## src/shared/acr_params.svh

```systemverilog
// constants for the channel configuration register bank
// Operation
// - channel 1 delay equals field in modulator cycles
// - setup bit 7: microphone or line input
// - bits 6-5: differential, single-ended; 2,3 reserved
// - bit 4 coupling, resets to DC-coupled
// - bit 3 swing range, low swing at reset
// - bits 2-1 performance mode; 1 and 3 unusable
// - bit 0 enables auto gain, mode from auto gain config bit 3
// - gain bits 7-2, 0 to 42 dB, above reserved
// - offsets 0x40, 0x41, 0x42; resets 0x00, 0x10, 0x00
`ifndef ACR_PARAMS_SVH
`define ACR_PARAMS_SVH

// ----------------------------------------
// offsets and reset values
// ----------------------------------------
`define ACR_ADDR_PHASE      8'h40
`define ACR_ADDR_SETUP      8'h41
`define ACR_ADDR_GAIN       8'h42
`define ACR_RST_PHASE       8'h00
`define ACR_RST_SETUP       8'h10
`define ACR_RST_GAIN        8'h00

// ----------------------------------------
// field positions
// ----------------------------------------
`define ACR_KIND_BIT        7
`define ACR_SRC_MSB         6
`define ACR_SRC_LSB         5
`define ACR_COUPLE_BIT      4
`define ACR_SWING_BIT       3
`define ACR_PERF_MSB        2
`define ACR_PERF_LSB        1
`define ACR_AGC_BIT         0
`define ACR_GAIN_MSB        7
`define ACR_GAIN_LSB        2
`define ACR_GAIN_RSV_BIT    1
`define ACR_GAIN_RO_BIT     0
`define ACR_AGC_MODE_BIT    3

// ----------------------------------------
// codes and limits
// ----------------------------------------
`define ACR_SRC_DIFF        2'h0
`define ACR_SRC_SINGLE      2'h1
`define ACR_PERF_SNR        2'h0
`define ACR_PERF_CMRR       2'h2
`define ACR_GAIN_MAX        6'h2A
`define ACR_DELAY_WIDTH     8

`endif

```

## src/shared/acr_pkg.sv

```systemverilog
// types of the channel configuration register bank
package acr_pkg;

  // ----------------------------------------
  // register bank state
  // ----------------------------------------
  typedef struct packed {
    logic [7:0] phase;
    logic [7:0] setup;
    logic [7:0] gain;
    logic [7:0] rdata;
    logic       rvalid;
    logic       unmapped;
  } acr_bank_state_t;

  // ----------------------------------------
  // phase delay state
  // ----------------------------------------
  typedef struct packed {
    logic [7:0] count;
    logic       busy;
    logic       pulse;
  } acr_delay_state_t;

endpackage : acr_pkg

```

## src/hw/acr_channel_regs.sv

```systemverilog
// register bank for channel 1 phase delay and channel 2 setup and gain
`timescale 1ns/1ps
`include "acr_params.svh"

module acr_channel_regs (
  input  wire logic       core_clk_in,
  input  wire logic       srst_in,
  input  wire logic [7:0] reg_addr_in,
  input  wire logic       reg_wr_in,
  input  wire logic [7:0] reg_wdata_in,
  input  wire logic       reg_rd_in,
  output logic [7:0]      reg_rdata_out,
  output logic            reg_rvalid_out,
  output logic            reg_unmapped_out,
  input  wire logic       mod_clk_en_in,
  input  wire logic       ch1_sample_in,
  output logic            ch1_sample_out,
  output logic            ch1_delay_busy_out,
  output logic [7:0]      ch1_phase_delay_cycles_out,
  input  wire logic [7:0] auto_gain_config_reg_in,
  output logic            ch2_input_kind_out,
  output logic [1:0]      ch2_input_source_out,
  output logic            ch2_coupling_select_out,
  output logic            ch2_swing_range_out,
  output logic [1:0]      ch2_amp_perf_mode_out,
  output logic            ch2_auto_gain_enable_out,
  output logic            ch2_auto_gain_mode_out,
  output logic [5:0]      ch2_analog_gain_db_out,
  output logic            ch2_config_fault_out
);

  acr_pkg::acr_bank_state_t st;
  acr_pkg::acr_bank_state_t next_st;

  // ----------------------------------------
  // address decode helpers
  // ----------------------------------------
  function automatic logic is_mapped(input logic [7:0] addr);
    is_mapped = (addr == `ACR_ADDR_PHASE) || (addr == `ACR_ADDR_SETUP) ||
                (addr == `ACR_ADDR_GAIN);
  endfunction : is_mapped

  function automatic logic [7:0] read_mux(input acr_pkg::acr_bank_state_t s,
                                          input logic [7:0]              addr);
    case (addr)
      `ACR_ADDR_PHASE: read_mux = s.phase;
      `ACR_ADDR_SETUP: read_mux = s.setup;
      `ACR_ADDR_GAIN:  read_mux = {s.gain[7:1], 1'b0};
      default:         read_mux = 8'h00;
    endcase
  endfunction : read_mux

  // ----------------------------------------
  // register update and read path
  // ----------------------------------------
  always_comb begin
    next_st          = st;
    next_st.rvalid   = 1'b0;
    next_st.unmapped = 1'b0;
    if (reg_wr_in) begin
      case (reg_addr_in)
        `ACR_ADDR_PHASE: next_st.phase = reg_wdata_in;
        `ACR_ADDR_SETUP: next_st.setup = reg_wdata_in;
        `ACR_ADDR_GAIN:  next_st.gain  = {reg_wdata_in[7:1], 1'b0};
        default:         next_st.unmapped = 1'b1;
      endcase
    end
    if (reg_rd_in) begin
      next_st.rvalid   = 1'b1;
      next_st.rdata    = read_mux(st, reg_addr_in);
      next_st.unmapped = !is_mapped(reg_addr_in);
    end
  end

  always_ff @(posedge core_clk_in) begin
    if (srst_in) begin
      st.phase    <= `ACR_RST_PHASE;
      st.setup    <= `ACR_RST_SETUP;
      st.gain     <= `ACR_RST_GAIN;
      st.rdata    <= 8'h00;
      st.rvalid   <= 1'b0;
      st.unmapped <= 1'b0;
    end else begin
      st <= next_st;
    end
  end

  // ----------------------------------------
  // field outputs
  // ----------------------------------------
  logic [5:0] gain_field;
  logic [1:0] perf_field;
  logic [1:0] src_field;

  assign gain_field = st.gain[`ACR_GAIN_MSB:`ACR_GAIN_LSB];
  assign perf_field = st.setup[`ACR_PERF_MSB:`ACR_PERF_LSB];
  assign src_field  = st.setup[`ACR_SRC_MSB:`ACR_SRC_LSB];

  assign reg_rdata_out              = st.rdata;
  assign reg_rvalid_out             = st.rvalid;
  assign reg_unmapped_out           = st.unmapped;
  assign ch1_phase_delay_cycles_out = st.phase;
  assign ch2_input_kind_out         = st.setup[`ACR_KIND_BIT];
  assign ch2_input_source_out       = src_field;
  assign ch2_coupling_select_out    = st.setup[`ACR_COUPLE_BIT];
  assign ch2_swing_range_out        = st.setup[`ACR_SWING_BIT];
  // unusable modes fall back to high SNR
  assign ch2_amp_perf_mode_out      = (perf_field == `ACR_PERF_CMRR) ? `ACR_PERF_CMRR
                                                                    : `ACR_PERF_SNR;
  assign ch2_auto_gain_enable_out   = st.setup[`ACR_AGC_BIT];
  assign ch2_auto_gain_mode_out     = st.setup[`ACR_AGC_BIT] &
                                      auto_gain_config_reg_in[`ACR_AGC_MODE_BIT];
  // reserved gain codes saturate at the top step
  assign ch2_analog_gain_db_out     = (gain_field > `ACR_GAIN_MAX) ? `ACR_GAIN_MAX
                                                                   : gain_field;
  // flags programming that software must avoid
  assign ch2_config_fault_out       = (src_field > `ACR_SRC_SINGLE) ||
                                      (perf_field == 2'h1) || (perf_field == 2'h3) ||
                                      (gain_field > `ACR_GAIN_MAX) ||
                                      (st.setup[`ACR_AGC_BIT] &&
                                       st.setup[`ACR_COUPLE_BIT]);

  // ----------------------------------------
  // channel 1 phase delay
  // ----------------------------------------
  acr_phase_delay #(
    .WIDTH (`ACR_DELAY_WIDTH)
  ) u_phase_delay (
    .core_clk_in     (core_clk_in),
    .srst_in         (srst_in),
    .delay_cycles_in (st.phase),
    .mod_clk_en_in   (mod_clk_en_in),
    .sample_in       (ch1_sample_in),
    .sample_out      (ch1_sample_out),
    .busy_out        (ch1_delay_busy_out)
  );

  // ----------------------------------------
  // checks
  // ----------------------------------------
  property p_reset_values;
    @(posedge core_clk_in)
    srst_in |=> (st.phase == `ACR_RST_PHASE && st.setup == `ACR_RST_SETUP &&
                        st.gain == `ACR_RST_GAIN && ch2_coupling_select_out);
  endproperty
  a_reset_values: assert property (p_reset_values) else $error("reset value wrong");

  property p_setup_write;
    @(posedge core_clk_in) disable iff (srst_in)
    (reg_wr_in && reg_addr_in == `ACR_ADDR_SETUP) |=>
      (ch2_input_kind_out == $past(reg_wdata_in[7]) &&
       ch2_input_source_out == $past(reg_wdata_in[6:5]) &&
       ch2_coupling_select_out == $past(reg_wdata_in[4]) &&
       ch2_swing_range_out == $past(reg_wdata_in[3]) &&
       ch2_auto_gain_enable_out == $past(reg_wdata_in[0]));
  endproperty
  a_setup_write: assert property (p_setup_write) else $error("setup write lost");

  property p_phase_write;
    @(posedge core_clk_in) disable iff (srst_in)
    (reg_wr_in && reg_addr_in == `ACR_ADDR_PHASE) |=>
      ch1_phase_delay_cycles_out == $past(reg_wdata_in);
  endproperty
  a_phase_write: assert property (p_phase_write) else $error("phase write lost");

  property p_gain_ro_bit;
    @(posedge core_clk_in) disable iff (srst_in)
    (reg_rd_in && reg_addr_in == `ACR_ADDR_GAIN) |=>
      (reg_rvalid_out && reg_rdata_out[`ACR_GAIN_RO_BIT] == 1'b0);
  endproperty
  a_gain_ro_bit: assert property (p_gain_ro_bit) else $error("gain bit 0 not zero");

  property p_read_back;
    @(posedge core_clk_in) disable iff (srst_in)
    (reg_wr_in && reg_addr_in == `ACR_ADDR_SETUP) ##1
      (reg_rd_in && !reg_wr_in && reg_addr_in == `ACR_ADDR_SETUP) |=>
      reg_rdata_out == $past(reg_wdata_in, 2);
  endproperty
  a_read_back: assert property (p_read_back) else $error("read back mismatch");

  property p_gain_limit;
    @(posedge core_clk_in) disable iff (srst_in)
    ch2_analog_gain_db_out <= `ACR_GAIN_MAX;
  endproperty
  a_gain_limit: assert property (p_gain_limit) else $error("gain above top step");

  property p_auto_gain_mode;
    @(posedge core_clk_in) disable iff (srst_in)
    ch2_auto_gain_mode_out |-> (ch2_auto_gain_enable_out &&
                                auto_gain_config_reg_in[`ACR_AGC_MODE_BIT]);
  endproperty
  a_auto_gain_mode: assert property (p_auto_gain_mode) else $error("auto gain mode wrong");

  property p_perf_mode;
    @(posedge core_clk_in) disable iff (srst_in)
    (perf_field != `ACR_PERF_CMRR) |-> ch2_amp_perf_mode_out == `ACR_PERF_SNR;
  endproperty
  a_perf_mode: assert property (p_perf_mode) else $error("unusable mode reached");

  property p_dc_agc_fault;
    @(posedge core_clk_in) disable iff (srst_in)
    (ch2_auto_gain_enable_out && ch2_coupling_select_out) |-> ch2_config_fault_out;
  endproperty
  a_dc_agc_fault: assert property (p_dc_agc_fault) else $error("dc auto gain unflagged");

  property p_unmapped_read;
    @(posedge core_clk_in) disable iff (srst_in)
    (reg_rd_in && !(reg_addr_in inside {`ACR_ADDR_PHASE, `ACR_ADDR_SETUP, `ACR_ADDR_GAIN}))
      |=> (reg_rdata_out == 8'h00 && reg_unmapped_out);
  endproperty
  a_unmapped_read: assert property (p_unmapped_read) else $error("unmapped read wrong");

  property p_gain_write;
    @(posedge core_clk_in) disable iff (srst_in)
    (reg_wr_in && reg_addr_in == `ACR_ADDR_GAIN && reg_wdata_in[7:2] <= `ACR_GAIN_MAX) |=>
      ch2_analog_gain_db_out == $past(reg_wdata_in[`ACR_GAIN_MSB:`ACR_GAIN_LSB]);
  endproperty
  a_gain_write: assert property (p_gain_write) else $error("gain write lost");

  property p_gain_sat;
    @(posedge core_clk_in) disable iff (srst_in)
    (gain_field > `ACR_GAIN_MAX) |-> ch2_analog_gain_db_out == `ACR_GAIN_MAX;
  endproperty
  a_gain_sat: assert property (p_gain_sat) else $error("reserved gain not saturated");

  property p_gain_low_bits;
    @(posedge core_clk_in) disable iff (srst_in)
    (reg_wr_in && reg_addr_in == `ACR_ADDR_GAIN) |=>
      (st.gain[`ACR_GAIN_RSV_BIT] == $past(reg_wdata_in[`ACR_GAIN_RSV_BIT]) &&
       st.gain[`ACR_GAIN_RO_BIT] == 1'b0);
  endproperty
  a_gain_low_bits: assert property (p_gain_low_bits) else $error("gain low bits wrong");

  property p_rvalid_pulse;
    @(posedge core_clk_in) disable iff (srst_in)
    reg_rd_in |=> reg_rvalid_out;
  endproperty
  a_rvalid_pulse: assert property (p_rvalid_pulse) else $error("read not answered");

  property p_rvalid_idle;
    @(posedge core_clk_in) disable iff (srst_in)
    !reg_rd_in |=> !reg_rvalid_out;
  endproperty
  a_rvalid_idle: assert property (p_rvalid_idle) else $error("read valid without read");

  property p_rdata_hold;
    @(posedge core_clk_in) disable iff (srst_in)
    !reg_rd_in |=> $stable(reg_rdata_out);
  endproperty
  a_rdata_hold: assert property (p_rdata_hold) else $error("read data moved");

  property p_unmapped_write;
    @(posedge core_clk_in) disable iff (srst_in)
    (reg_wr_in && !reg_rd_in &&
     !(reg_addr_in inside {`ACR_ADDR_PHASE, `ACR_ADDR_SETUP, `ACR_ADDR_GAIN})) |=>
      (reg_unmapped_out && $stable(st.phase) && $stable(st.setup) && $stable(st.gain));
  endproperty
  a_unmapped_write: assert property (p_unmapped_write) else $error("unmapped write landed");

  // ----------------------------------------
  // hold, fault, auto gain mode and sample strobe checks
  // ----------------------------------------
  property p_phase_hold;
    @(posedge core_clk_in) disable iff (srst_in)
    !(reg_wr_in && reg_addr_in == `ACR_ADDR_PHASE) |=> $stable(st.phase);
  endproperty
  a_phase_hold: assert property (p_phase_hold) else $error("phase changed unwritten");

  property p_setup_hold;
    @(posedge core_clk_in) disable iff (srst_in)
    !(reg_wr_in && reg_addr_in == `ACR_ADDR_SETUP) |=> $stable(st.setup);
  endproperty
  a_setup_hold: assert property (p_setup_hold) else $error("setup changed unwritten");

  property p_gain_hold;
    @(posedge core_clk_in) disable iff (srst_in)
    !(reg_wr_in && reg_addr_in == `ACR_ADDR_GAIN) |=> $stable(st.gain);
  endproperty
  a_gain_hold: assert property (p_gain_hold) else $error("gain changed unwritten");

  property p_src_fault;
    @(posedge core_clk_in) disable iff (srst_in)
    (src_field > `ACR_SRC_SINGLE) |-> ch2_config_fault_out;
  endproperty
  a_src_fault: assert property (p_src_fault) else $error("reserved source unflagged");

  property p_perf_fault;
    @(posedge core_clk_in) disable iff (srst_in)
    perf_field[0] |-> ch2_config_fault_out;
  endproperty
  a_perf_fault: assert property (p_perf_fault) else $error("unusable mode unflagged");

  property p_gain_fault;
    @(posedge core_clk_in) disable iff (srst_in)
    (gain_field > `ACR_GAIN_MAX) |-> ch2_config_fault_out;
  endproperty
  a_gain_fault: assert property (p_gain_fault) else $error("reserved gain unflagged");

  property p_fault_clear;
    @(posedge core_clk_in) disable iff (srst_in)
    (!(ch2_auto_gain_enable_out && ch2_coupling_select_out) &&
     src_field <= `ACR_SRC_SINGLE && !perf_field[0] && gain_field <= `ACR_GAIN_MAX)
      |-> !ch2_config_fault_out;
  endproperty
  a_fault_clear: assert property (p_fault_clear) else $error("fault without cause");

  property p_mode_follow;
    @(posedge core_clk_in) disable iff (srst_in)
    (ch2_auto_gain_enable_out && auto_gain_config_reg_in[`ACR_AGC_MODE_BIT])
      |-> ch2_auto_gain_mode_out;
  endproperty
  a_mode_follow: assert property (p_mode_follow) else $error("auto gain mode missing");

  property p_sample_idle;
    @(posedge core_clk_in) disable iff (srst_in)
    ch1_sample_out |-> !ch1_delay_busy_out;
  endproperty
  a_sample_idle: assert property (p_sample_idle) else $error("busy with sample out");

endmodule : acr_channel_regs

```

## src/hw/acr_phase_delay.sv

```systemverilog
// sample strobe delay counted in modulator clock cycles
`timescale 1ns/1ps
`include "acr_params.svh"

module acr_phase_delay #(
  parameter int WIDTH = `ACR_DELAY_WIDTH
) (
  input  wire logic             core_clk_in,
  input  wire logic             srst_in,
  input  wire logic [WIDTH-1:0] delay_cycles_in,
  input  wire logic             mod_clk_en_in,
  input  wire logic             sample_in,
  output logic                  sample_out,
  output logic                  busy_out
);

  acr_pkg::acr_delay_state_t st;
  acr_pkg::acr_delay_state_t next_st;

  // ----------------------------------------
  // delay counter
  // ----------------------------------------
  always_comb begin
    next_st = st;
    next_st.pulse = 1'b0;
    if (sample_in) begin
      if (delay_cycles_in == '0) begin
        next_st.pulse = 1'b1;
        next_st.busy  = 1'b0;
      end else begin
        next_st.count = 8'(delay_cycles_in);
        next_st.busy  = 1'b1;
      end
    end else if (st.busy && mod_clk_en_in) begin
      next_st.count = st.count - 8'h01;
      if (st.count == 8'h01) begin
        next_st.pulse = 1'b1;
        next_st.busy  = 1'b0;
      end
    end
  end

  always_ff @(posedge core_clk_in) begin
    if (srst_in) begin
      st <= '0;
    end else begin
      st <= next_st;
    end
  end

  assign sample_out = st.pulse;
  assign busy_out   = st.busy;

  // ----------------------------------------
  // checks
  // ----------------------------------------
  property p_zero_delay;
    @(posedge core_clk_in) disable iff (srst_in)
    (sample_in && delay_cycles_in == '0) |=> sample_out;
  endproperty
  a_zero_delay: assert property (p_zero_delay) else $error("zero delay not immediate");

  property p_no_early;
    @(posedge core_clk_in) disable iff (srst_in)
    (busy_out && st.count > 8'h01 && !sample_in) |=> !sample_out;
  endproperty
  a_no_early: assert property (p_no_early) else $error("delayed sample too early");

  property p_one_cycle;
    @(posedge core_clk_in) disable iff (srst_in)
    (sample_in && delay_cycles_in == 8'h01) ##1 (!sample_in)[*1] ##0 mod_clk_en_in
      |=> sample_out;
  endproperty
  a_one_cycle: assert property (p_one_cycle) else $error("one cycle delay wrong");

endmodule : acr_phase_delay

```

## config.mk

```make
export PLATFORM = sky130hd
export DESIGN_NAME = acr_channel_regs
export DESIGN_NICKNAME = d
export VERILOG_FILES = /design/src/shared/acr_pkg.sv /design/src/hw/acr_channel_regs.sv /design/src/hw/acr_phase_delay.sv
export VERILOG_INCLUDE_DIRS = /design/src /design/src/shared
export SDC_FILE = /design/constraint.sdc
export NUM_CORES = 1
export LEC_CHECK = 0
export BUFFER_PORTS_ARGS = -buffer_cell sky130_fd_sc_hd__clkbuf_2
export CAP_MARGIN = 40
export CORE_MARGIN = 8
export CORE_UTILIZATION = 35
export CTS_CLUSTER_DIAMETER = 150
export DETAILED_ROUTE_END_ITERATION = 10
export SETUP_SLACK_MARGIN = 0.15
export SLEW_MARGIN = 20
export SYNTH_ARGS = -nofsm -noshare
export SYNTH_HDL_FRONTEND = slang
export SYNTH_SLANG_ARGS = --single-unit
```

## constraint.sdc

```tcl
create_clock -name core_clk_in -period 4.9 [get_ports core_clk_in]
set_clock_uncertainty 0.1 [all_clocks]
set_input_delay 0.49 -clock core_clk_in [delete_from_list [all_inputs] [get_ports core_clk_in]]
set_output_delay 0.49 -clock core_clk_in [all_outputs]
set_load 0.05 [all_outputs]
```

### Word level (Yosys, flattened, before mapping)

Cells that the tools add are included.

* bits in registers: 43
* word-level logic and storage cells: 51

* add/subtract/negate cells: 1
* $lt $le $gt $ge: 2
* equal/unequal tests: 8
* mux-type cells: 12
* bitwise gates (word level): 1
* reductions and logical operators: 18

Operators by type and width (number)
* 8-bit by 7-bit equality test with 1-bit output, second input constant: 3
* 8-bit case mux with 3 select lines: 1
* 10-bit 2-to-1 mux: 2
* 2-bit AND reduction: 5
* 8-bit by 1-bit equality test with 1-bit output, second input constant: 1
* 8-bit zero test: 1
* 8-bit 2-to-1 mux: 1
* 8-bit by 1-bit subtractor with 8-bit output, second input constant: 1
* 6-bit greater-than comparator, second input constant: 1
* 1-bit logical OR: 6
* 2-bit 2-to-1 mux: 3
* 6-bit 2-to-1 mux: 1
* 2-bit equality test, second input constant: 2
* 1-bit 2-to-1 mux: 4
* 2-bit nonzero test: 2
* 3-bit OR reduction: 1
* 2-bit by 1-bit equality test with 1-bit output, second input constant: 1
* 2-bit by 1-bit greater-than comparator with 1-bit output, second input constant: 1
* 1-bit logical AND: 2
* 2-bit != test, second input constant: 1
* 1-bit bitwise AND: 1
* 1-bit zero test: 1

### Logic depth before layout (Yosys ltp)

Gate-level depths: netlist of the first run.

* depth after elaboration: 5
* gate-level depth with buffers: 6
* gate-level depth less buffers: 5

### Cells and area by module

From an unflattened synthesis of the first run, not the netlist that was laid out.

* cells, all modules: 264
* area, all modules: 2436.1 sq um

By module, submodules not included
* acr_channel_regs: instances 1, cells each 185, area each 1794.2 sq um, sequential area each 660.6 sq um
* acr_phase_delay: instances 1, cells each 79, area each 641.9 sq um, sequential area each 200.2 sq um

### Least setup slack after synthesis of the first run

No wires, ideal clock.

* path kind: in2reg
* from: input reg_addr_in[3]
* to: register st, in the netlist gain_field[5]
* library setup time: 137 ps
* arrival: 1965 ps
* setup slack: 2698 ps
* cell stages on the path: 6
* path buffers: 2
* cells stage by stage: or4_4 buf_6 or4b_1 buf_2 mux2i_1 nor2_1

* longest elaborated chain between the ends: 2

Ends and longest elaborated chain
* start, declared: RTL line acr_channel_regs.sv:8 `input wire logic [7:0] reg_addr_in,`
* 8-bit by 7-bit equality test with 1-bit output: RTL line acr_channel_regs.sv:61 `case (reg_addr_in)`
* 2-bit AND reduction (no source line)
* end signal, assigned: RTL line acr_channel_regs.sv:84 `st <= next_st;`
* end, declared: RTL line acr_channel_regs.sv:32 `acr_pkg::acr_bank_state_t st;`

No other way between the ends.
A chain may end at the register's enable or synchronous reset.

### Worst setup path in the final report of the first run

* from: register st, in the netlist gain_field[1]
* to: output ch2_config_fault_out

* longest elaborated chain between the ends: 3

Ends and longest elaborated chain
* 6-bit greater-than comparator (no source line)
* 1-bit logical OR (2 in series): RTL line acr_channel_regs.sv:117 `` assign ch2_config_fault_out = (src_field > `ACR_SRC_SINGLE) || ``
* end, declared: RTL line acr_channel_regs.sv:29 `output logic ch2_config_fault_out`

No other way between the ends.

==> reports/qor.csv, run 1 <==
stage;metric;value;unit
outcome;status;completed;
global_route;gr usage total;11.7;%
clocking;H-Tree Depth;2;
setup_path;Setup crit start;gain_field[1];
logic_synthesis;share of the synthesized area in the top cell type;39.3;%
floorplan;Core Region;0.00620;mm^2
floorplan;Die Y-Extent;95.1;um
setup_path;Crit path largest cell delay;0.37;ns
setup_path;CP Depth;5;
worst_hold_path;Hold Path Class;in2reg;
routing;total routed wirelength;5.25;mm
setup_path;Worst Setup Start Kind;flip-flop;
pwr;Max IR drop VDD;0.000152;V
sta;Worst slew margin;49.5;%
global_route;total grt overflow;0;
setup_path;R2R Setup Slk;3.06;ns
pwr;PwrDens;289;mW/mm^2
setup_path;Worst setup EP type;output port;
clocking;cts bufs inserted;5;
layout;antenna fix cells;0;
logic_synthesis;count of cell types in the netlist;44;
sta;Final Hold Fails;0;
layout;post-layout net count;300;
setup_path;Setup crit end;ch2_config_fault_out;
logic_synthesis;Primary FF master, synth;dfxtp_1;
logic_synthesis;cells after synthesis;236;
clocking;Post-CTS Setup Inserts;0;
clocking;CTS Root Cell;clkbuf_8;
setup_path;Crit Path Max Fanout;5;
run;maxcap violations;0;
routing;total number of vias;1707;
setup_path;Reg2Reg Depth;4;
routing;Avg Vias per Cell;4.93;
logic_synthesis;Ys Warns;0;
floorplan;starting density of the core;35.3;%
routing;DRT iter0 DRCs;49;
placed_design;PortBufs;57;
layout;commonest non-fill, non-tap cell in the layout;clkbuf_2;
clocking;clock edge transition at the registers on the reported setup and hold paths;0.09;ns
sta;setup TNS;0;ns
layout;fin util;40.8;%
global_route;first-pass GRT wire length;8.36;mm
setup_path;critical-path cell list;a21o_1 > a21oi_1 > nor2b_1 > a2111o_1 > clkbuf_2;
floorplan;num ports;66;
pwr;Seq pwr share;48.1;%
sta;Slew @ Worst Pin;0.752;ns
global_route;pin count of the biggest net entering global routing;26;
global_route;initial antenna violation count;0;
setup_path;R2R Path End;u_phase_delay.st[9];
logic_synthesis;syn_area_per_cell;9.29;um^2
setup_path;WP buf/inv;1;
logic_synthesis;sequential fraction of the synthesis area;39.3;%
clocking;hold buffers post-CTS;0;
sta;RSZ-0062 raised after global routing;no;
setup_path;Largest delay share family, worst path;compound AO/OA/AOI/OAI gates;
routing;post-route antenna net violation count;0;
logic_synthesis;Seq cells post-synth;43;
pwr;Sw Share;22.0;%
pwr;Power, Total;0.000731;W
sta;Final Cycle Share;46.4;%
pwr;P_int;0.000570;W
placed_design;gpl congestion;0.797;
floorplan;Cell Rows;29;
routing;DRC Markers;0;
setup_path;CP max stage cell;a2111o_1;
pwr;LEAKAGE;1.09;nW
clocking;clock buffer depth;2;
setup_path;worst r2r src;u_phase_delay.st[4];
floorplan;chip width;95.1;um
pwr;clock network fraction of total power;45.3;%
setup_path;CP Data Arrival Time;1.68;ns
pwr;Comb power frac;6.6;%
layout;synthesis-to-layout area growth;15.6;%
logic_synthesis;Synth area leaders;dfxtp_1, mux2i_1, buf_4;
setup_path;Crit Path Category;reg2out;
sta;crit path time final;2.27;ns
layout;layout cells sized above 1;32.0;%
logic_synthesis;Yosys top cell by area;dfxtp_1;
logic_synthesis;EDFF count, synth;0;
routing;DR WL/cell;15.2;um
worst_hold_path;hold path startpoint;reg_wdata_in[3];
sta;Setup violations, final;0;
clocking;TritonCTS clock tree;built;
logic_synthesis;Synth Net Count;268;
sta;Fmax;440;MHz
global_route;vias in the first global route;1697;
logic_synthesis;Synth Cell Area;0.00219;mm^2
setup_path;CP required;4.31;ns
routing;TritonRoute pass-1 iters;4;
placed_design;DP Wirelength;4.07;mm
logic_synthesis;Async SR Flop Fraction;0;%
clocking;cts repair resizes;0;
pwr;P_sw;0.000161;W
sta;Final Max Tran Viols;0;
clocking;later-pin clock latency in the skew report;0.30;ns
clocking;CTS Sinks;43;
layout;most frequent cells in the layout;clkbuf_2, dfxtp_1, mux2i_1;
floorplan;Die ar.;0.00905;mm^2
metrics by stage:
stage          hold slack, ns  instances  setup WS, ns  instance area [um^2]
3_3_place_gp            0.356        337          2.43                  2370
3_5_place_dp            0.361        338          2.45                  2400
2_1_floorplan           0.343        236          2.70                  2190
4_1_cts                 0.357        346          2.60                  2530
6_report                0.356        346          2.63                  2530
5_1_grt                 0.372        346          2.54                  2530
final cells by class:
cell class	instances	area [um^2]
flip-flops and latches	43	861
clock buffers	5	68.8
fillers	652	3670
repair buffers	58	313
inverters	3	11.3
clock inverters	3	67.6
well taps	77	96.3
multi-input cells	157	1120
registers in the layout (all words and copies together), names as in the netlist, 2 cells and up:
register	cells
u_phase_delay.st	8
reg_rdata_out	8
ch2_input_source_out	2
gain_field	6
ch1_phase_delay_cycles_out	8
perf_field	2
synthesized netlist by cell type (3+ instances only):
cell type   n
a21oi_1    11
a22o_1      7
buf_4      19
clkbuf_1   12
dfxtp_1    43
inv_1       3
mux2i_1    31
nand2_1    11
nand3_1     6
nand3b_1    3
nor2_1     13
nor2_2     15
nor2b_1     9
nor3_1      5
nor4_1      5
o21ai_0     7
tightest hold or removal path, stage by stage:
cell      delay, ns
clkbuf_2       0.10
mux2i_1        0.06
nor2_1         0.07
logic make-up (layout without fill, tap and decap cells):
family / after synthesis / in the layout / share of synthesized area [%]
fa+ha+maj: 2 / 2 / 1.14
simple gates: 83 / 83 / 22.8
buf+inv: 36 / 69 / 9.82
mux: 31 / 31 / 14.2
flops: 43 / 43 / 39.3
other cells: 1 / 1 / 0.171
compound gates: 40 / 40 / 12.7
power by group through the flow:
| stage | Clock (W) | Sequential, W | Combinational [W] |
|---|---|---|---|
| after floorplan | 0 | 0.000365 | 0.0000240 |
| after global placement | 0 | 0.000360 | 0.0000453 |
| after detailed placement | 0 | 0.000360 | 0.0000484 |
| after CTS | 0.000339 | 0.000352 | 0.0000487 |
| after global routing | 0.000355 | 0.000352 | 0.0000519 |
| final | 0.000331 | 0.000352 | 0.0000481 |
per-layer routing:
metal	global-route usage (%)	up-vias	routed length, um
met5	0	-	0
met4	4.29	0	70
met3	2.99	7	317
met2	19.6	35	2540
met1	14.1	787	2330
li1	-	878	-
worst min path at each step:
stage / slack, ns / end / cells after the start
after floorplan: 0.34 / u_phase_delay.st[7] / 2
after global placement: 0.36 / u_phase_delay.st[7] / 2
after detailed placement: 0.36 / u_phase_delay.st[7] / 2
after CTS: 0.36 / ch1_phase_delay_cycles_out[0] / 3
after global routing: 0.37 / ch2_input_kind_out / 3
final: 0.36 / gain_field[1] / 3
No activity file was read; power rests on OpenSTA's default activity.
==> inputs of run 2 (changes only) <==
ABC_AREA = 1   (was default)
clock period = 1.8 ns   (was 4.9 ns; I/O delays follow)
==> run 2 against run 1 <==
Effect of this change:
- sequential share of layout area shrank 3.6 points
- clock power grew 140%
- via count grew 30%
- routed wire length grew 21%
- die area grew 8.6%
- core utilization grew 1.4 points
- synthesized area grew 10%
- critical path depth grew 2
- count of clock-buffer cells in the layout grew 1
- register-to-register slack lost 2.7 ns
- cell area grew 12%
- critical path type unchanged
- largest power group unchanged
==> reports/qor.csv, run 2 <==
stage;metric;value;unit
floorplan;Cell Rows;30;
floorplan;num ports;66;
setup_path;Setup crit start;gain_field[1];
logic_synthesis;Seq cells post-synth;43;
logic_synthesis;EDFF count, synth;0;
sta;Fmax;599;MHz
logic_synthesis;sequential fraction of the synthesis area;35.6;%
floorplan;Die ar.;0.00983;mm^2
global_route;initial antenna violation count;0;
pwr;clock network fraction of total power;41.2;%
logic_synthesis;syn_area_per_cell;7.33;um^2
floorplan;chip width;99.2;um
outcome;status;completed;
placed_design;PortBufs;57;
logic_synthesis;count of cell types in the netlist;33;
layout;post-layout net count;405;
clocking;H-Tree Depth;2;
logic_synthesis;Yosys top cell by area;dfxtp_1;
logic_synthesis;Synth area leaders;dfxtp_1, nand2_1, nor2_1;
setup_path;worst r2r src;ch1_phase_delay_cycles_out[3];
logic_synthesis;Synth Cell Area;0.00242;mm^2
floorplan;starting density of the core;35.8;%
sta;setup TNS;0;ns
routing;DRC Markers;0;
layout;commonest non-fill, non-tap cell in the layout;nand2_1;
global_route;first-pass GRT wire length;10.4;mm
setup_path;Worst Setup Start Kind;flip-flop;
clocking;TritonCTS clock tree;built;
global_route;vias in the first global route;2115;
pwr;P_sw;0.000461;W
layout;fillers;713;
routing;total routed wirelength;6.34;mm
placed_design;DP Wirelength;4.71;mm
logic_synthesis;Ys Warns;0;
setup_path;Reg2Reg Depth;6;
logic_synthesis;commonest cells in the netlist;nand2_1, dfxtp_1, nor2_1, inv_1, nand3_1;
setup_path;CP Data Arrival Time;1.39;ns
clocking;later-pin clock latency in the skew report;0.30;ns
routing;total number of vias;2217;
layout;synthesis-to-layout area growth;17.8;%
clocking;CTS Root Cell;clkbuf_8;
sta;Final Max Tran Viols;0;
global_route;pin count of the biggest net entering global routing;24;
floorplan;Core Region;0.00676;mm^2
worst_hold_path;Hold Path Class;in2reg;
sta;Final Cycle Share;92.8;%
floorplan;Die Y-Extent;99.2;um
pwr;Comb power frac;8.7;%
clocking;clock edge transition at the registers on the reported setup and hold paths;0.08;ns
global_route;total grt overflow;0;
routing;DR WL/cell;14.0;um
logic_synthesis;Synth Net Count;362;
global_route;gr usage total;13.1;%
routing;TritonRoute pass-1 iters;5;
layout;layout cells sized above 1;34.2;%
pwr;Sw Share;24.1;%
setup_path;CP required;1.52;ns
logic_synthesis;share of the synthesized area in the top cell type;35.6;%
setup_path;Crit Path Category;reg2out;
logic_synthesis;Async SR Flop Fraction;0;%
routing;Avg Vias per Cell;4.88;
sta;Setup violations, final;0;
logic_synthesis;top-count cell post-synth;nand2_1;
logic_synthesis;Primary FF master, synth;dfxtp_1;
clocking;clock buffer depth;2;
sta;crit path time final;1.67;ns
clocking;hold buffers post-CTS;0;
clocking;CTS Sinks;43;
sta;Final Hold Fails;0;
pwr;LEAKAGE;1.29;nW
pwr;Seq pwr share;50.1;%
pwr;PwrDens;672;mW/mm^2
placed_design;gpl congestion;0.807;
sta;hold_ws;0.0317;ns
logic_synthesis;cells after synthesis;330;
pwr;P_int;0.00145;W
worst_hold_path;hold path startpoint;reg_wdata_in[0];
setup_path;Crit Path Max Fanout;4;
run;maxcap violations;0;
layout;most frequent cells in the layout;nand2_1, clkbuf_2, nor2_1, dfxtp_1, nand3_1;
clocking;cts bufs inserted;5;
routing;post-route antenna net violation count;0;
pwr;Max IR drop VDD;0.000418;V
layout;antenna fix cells;0;
sta;RSZ-0062 raised after global routing;yes;
setup_path;Worst setup EP type;output port;
routing;DRT iter0 DRCs;128;
worst_hold_path;Hold Crit Depth;3;
==> run 2: cell types whose count changed in the layout (fill, tap and decap cells not counted), moves of 7 or more <==
| cell | delta |
|---|---|
| inv_1 | +23 |
| inv_2 | +9 |
| nor2_2 | -15 |
| a22o_1 | -7 |
| nand3_1 | +21 |
| a21oi_1 | +13 |
| buf_4 | +11 |
| o21ai_1 | +24 |
| mux2i_1 | -31 |
| nor2_1 | +26 |
| nand3_2 | +11 |
| nor2b_1 | -9 |
| a21oi_2 | +9 |
| nand2_1 | +42 |
==> run 2: per-layer routing <==
| metal | track usage, % | vias to the layer above | share of wire, % |
|---|---|---|---|
| met5 | 0 | - | 0 |
| met4 | 4.19 | 0 | 1.7 |
| met3 | 2.93 | 9 | 5.6 |
| met2 | 20.9 | 64 | 45 |
| met1 | 17.1 | 1011 | 48 |
| li1 | - | 1133 | - |
==> run 2: power by group through the flow <==
| stage | logic (W) | clock network (W) | registers, W |
|---|---|---|---|
| floorplan | 0.0000971 | 0 | 0.000998 |
| global placement | 0.000165 | 0 | 0.000983 |
| detailed placement | 0.000166 | 0 | 0.000983 |
| CTS | 0.000167 | 0.000807 | 0.000960 |
| global route | 0.000181 | 0.000848 | 0.000961 |
| finish | 0.000166 | 0.000789 | 0.000960 |
==> run 2: cell type report <==
cell class              instances  area, um^2  share of cell area [%]
clock buffers                   6        82.6                    2.90
clock inverters                 2        35.0                    1.23
inverters                      38         145                    5.09
multi-input cells             218        1220                    42.9
flip-flops and latches         43         866                    30.4
well taps                      80         100                    3.51
repair buffers                 67         398                    14.0
==> run 2: path summary, 6_finish.rpt <==
kind / endpoint / slack [ns]
min reg2reg: reg_rdata_out[3] / 0.38
max reg2reg: u_phase_delay.st[5] / 0.41
max: ch2_analog_gain_db_out[0] / 0.13
min: ch2_auto_gain_enable_out / 0.03
==> run 2: repair_timing <==
| action | in CTS | in global routing |
|---|---|---|
| setup endpoints to repair | 5 | 5 |
| resized for setup | 16 | 14 |
| setup buffers | 3 | 2 |
| gates cloned | 0 | 0 |
| pin swaps | 1 | 1 |
| hold endpoints to repair | 0 | 0 |
==> run 2: worst max-delay path, cell delays in order, from the launching register on <==
cell and delay, ns:
dfxtp_2 0.34, nand2_2 0.06, a21oi_2 0.04, or2_4 0.23, nand2_4 0.09, inv_4 0.05
nor2_4 0.11, buf_8 0.16
==> run 2: kinds of logic (layout without fill, tap and decap cells) <==
| kind of cell | after synthesis | count (layout) | share of synthesized area [%] |
|---|---|---|---|
| other cells | 1 | 1 | 0.155 |
| compound gates | 63 | 63 | 14.8 |
| fa+ha+maj | 2 | 2 | 1.03 |
| flops | 43 | 43 | 35.6 |
| buf+inv | 69 | 113 | 15.1 |
| simple gates | 152 | 152 | 33.2 |
==> run 2: metrics by stage <==
| step | area (um^2) | instances | util (%) | worst slack [ns] | power, W |
|---|---|---|---|---|---|
| final | 2850 | 454 | 42.2 | 0.130 | 0.00192 |
| after global routing | 2850 | 454 | 42.2 | 0.100 | 0.00199 |
| after CTS | 2810 | 452 | 41.6 | 0.138 | 0.00193 |
| after detailed placement | 2630 | 441 | 38.9 | 0.263 | 0.00115 |
| after global placement | 2630 | 441 | 38.9 | 0.279 | 0.00115 |
| after floorplan | 2420 | 330 | - | 0.0393 | 0.00109 |
==> inputs of run 3 (changes only) <==
CORE_UTILIZATION = 40   (was 35)
PLACE_DENSITY = 0.66   (was default)
==> run 3 against run 2 <==
Effect of this change:
- worst setup slack gained 0.017 ns
- largest cell class unchanged
- count of clock-buffer cells in the layout rose by 1
- maximum frequency is 1.0% higher
- die area fell by 11%
- non-clock buffer count fell by 2
- sequential cell count is the same
- cell area decreased by 2.4%
- sequential power barely moved
- global-route usage rose by 1.4 points
- routed wire length down 1.0%
==> reports/qor.csv, run 3 (same netlist as run 2, synthesis figures left out) <==
stage;metric;value;unit
outcome;status;completed;
floorplan;num ports;66;
layout;commonest non-fill, non-tap cell in the layout;nand2_1;
sta;Final Cycle Share;91.8;%
worst_hold_path;hold path startpoint;reg_wdata_in[0];
worst_hold_path;Hold EP;ch2_auto_gain_enable_out;
routing;total routed wirelength;6.28;mm
setup_path;Crit Path Max Fanout;4;
worst_hold_path;Hold Path Class;in2reg;
setup_path;Worst setup EP type;output port;
sta;Fmax;605;MHz
clocking;clock edge transition at the registers on the reported setup and hold paths;0.08;ns
sta;setup TNS;0;ns
global_route;vias in the first global route;2153;
routing;DRT iter0 DRCs;163;
floorplan;Die ar.;0.00879;mm^2
global_route;first-pass GRT wire length;10.4;mm
setup_path;worst r2r src;ch1_phase_delay_cycles_out[2];
pwr;Max IR drop VDD;0.000313;V
layout;fin util;47.3;%
pwr;P_int;0.00128;W
routing;Avg Vias per Cell;4.93;
clocking;later-pin clock latency in the skew report;0.29;ns
setup_path;R2R Path End;u_phase_delay.st[8];
pwr;Sw Share;25.8;%
floorplan;Cell Rows;28;
clocking;CTS Sinks;43;
sta;RSZ-0062 raised after global routing;yes;
sta;Final Hold Fails;0;
floorplan;chip width;93.8;um
setup_path;CP required;1.52;ns
global_route;initial antenna violation count;0;
sta;hold_ws;0.0396;ns
pwr;LEAKAGE;1.26;nW
worst_hold_path;Hold Crit Depth;3;
pwr;Power, Total;0.00172;W
placed_design;PortBufs;57;
clocking;H-Tree Depth;2;
pwr;Seq pwr share;55.8;%
floorplan;Core Region;0.00589;mm^2
floorplan;Die Y-Extent;93.8;um
routing;TritonRoute pass-1 iters;4;
layout;post-layout net count;403;
placed_design;DP Wirelength;4.60;mm
sta;Final Max Tran Viols;0;
sta;crit path time final;1.65;ns
layout;synthesis-to-layout area growth;14.9;%
routing;total number of vias;2202;
pwr;PwrDens;619;mW/mm^2
clocking;hold buffers post-CTS;0;
routing;DR WL/cell;14.0;um
floorplan;starting density of the core;41.1;%
routing;DRC Markers;0;
setup_path;R2R Setup Slk;0.41;ns
global_route;gr usage total;14.5;%
global_route;pin count of the biggest net entering global routing;24;
pwr;P_sw;0.000444;W
clocking;clock buffer depth;2;
sta;worst setup margin;0.147;ns
run;maxcap violations;0;
pwr;clock network fraction of total power;34.7;%
setup_path;CP Data Arrival Time;1.37;ns
setup_path;Worst Setup Start Kind;flip-flop;
routing;post-route antenna net violation count;0;
layout;antenna fix cells;0;
clocking;TritonCTS clock tree;built;
global_route;total grt overflow;0;
layout;layout cells sized above 1;33.3;%
pwr;Comb power frac;9.5;%
clocking;cts bufs inserted;5;
setup_path;Crit Path Category;reg2out;
clocking;CTS Root Cell;clkbuf_8;
sta;Setup violations, final;0;
setup_path;Reg2Reg Depth;6;
layout;most frequent cells in the layout;nand2_1, clkbuf_2, nor2_1, dfxtp_1, nand3_1;
placed_design;Place WS;0.272;ns
placed_design;gpl congestion;0.890;
-- run 3: cell count changes in the layout (fill, tap and decap cells not counted) --
cell,previous run,this run
bufinv_16,1,0
buf_6,0,1
buf_12,1,0
buf_2,1,2
buf_4,11,8
clkbuf_8,6,5
clkbuf_1,0,2
-- run 3: final cells by class --
class	instances	area, um^2
Clock buffer	7	76.3
Tap cell	75	93.8
Timing Repair Buffer	65	372
Multi-Input combinational cell	218	1220
Clock inverter	1	5.00
Inverter	38	145
Sequential cell	43	866
Fill cell	607	3100
-- run 3: worst max-delay path, cell delays in order, from the launching register on --
cell and delay, ns:
dfxtp_2 0.33, inv_2 0.06, a21oi_2 0.05, or2_4 0.24
nand2_4 0.09, inv_4 0.05, nor2_4 0.10, buf_8 0.15
-- run 3: stage by stage --
stage          area (um^2)  cells
2_1_floorplan         2420    330
3_3_place_gp          2610    435
3_5_place_dp          2610    435
4_1_cts               2760    447
5_1_grt               2780    447
6_report              2780    447
-- run 3: metal layers --
layer	routed length [um]	up-vias	share of wire [%]	track usage, %
met5	0	-	0	0
met3	443	11	7.1	3.84
li1	-	1134	-	-
met4	132	0	2.1	5.42
met2	2840	74	45	22.4
met1	2870	983	46	18.8
-- run 3: what timing repair did --
| item | 4_1_cts | 5_1_grt |
|---|---|---|
| setup endpoints to repair | 5 | 5 |
| pin swaps | 1 | 1 |
| endpoints found under the hold margin | 0 | 0 |
| resized for setup | 17 | 11 |
| setup buffers | 4 | 0 |
-- run 3: worst max-delay path by stage --
stage / start / depth (start not counted) / to
finish: gain_field[2] / 7 / ch2_analog_gain_db_out[0]
global route: gain_field[2] / 7 / ch2_analog_gain_db_out[0]
CTS: gain_field[1] / 7 / ch2_analog_gain_db_out[0]
detailed placement: gain_field[2] / 7 / ch2_analog_gain_db_out[0]
global placement: gain_field[2] / 7 / ch2_analog_gain_db_out[0]
floorplan: gain_field[2] / 6 / ch2_analog_gain_db_out[0]
-- run 3: power by group through the flow --
stage / clock network (W) / logic [W] / registers, W
floorplan: 0 / 0.0000971 / 0.000998
global placement: 0 / 0.000162 / 0.000983
detailed placement: 0 / 0.000163 / 0.000983
CTS: 0.000616 / 0.000164 / 0.000960
global route: 0.000648 / 0.000179 / 0.000961
finish: 0.000597 / 0.000163 / 0.000960
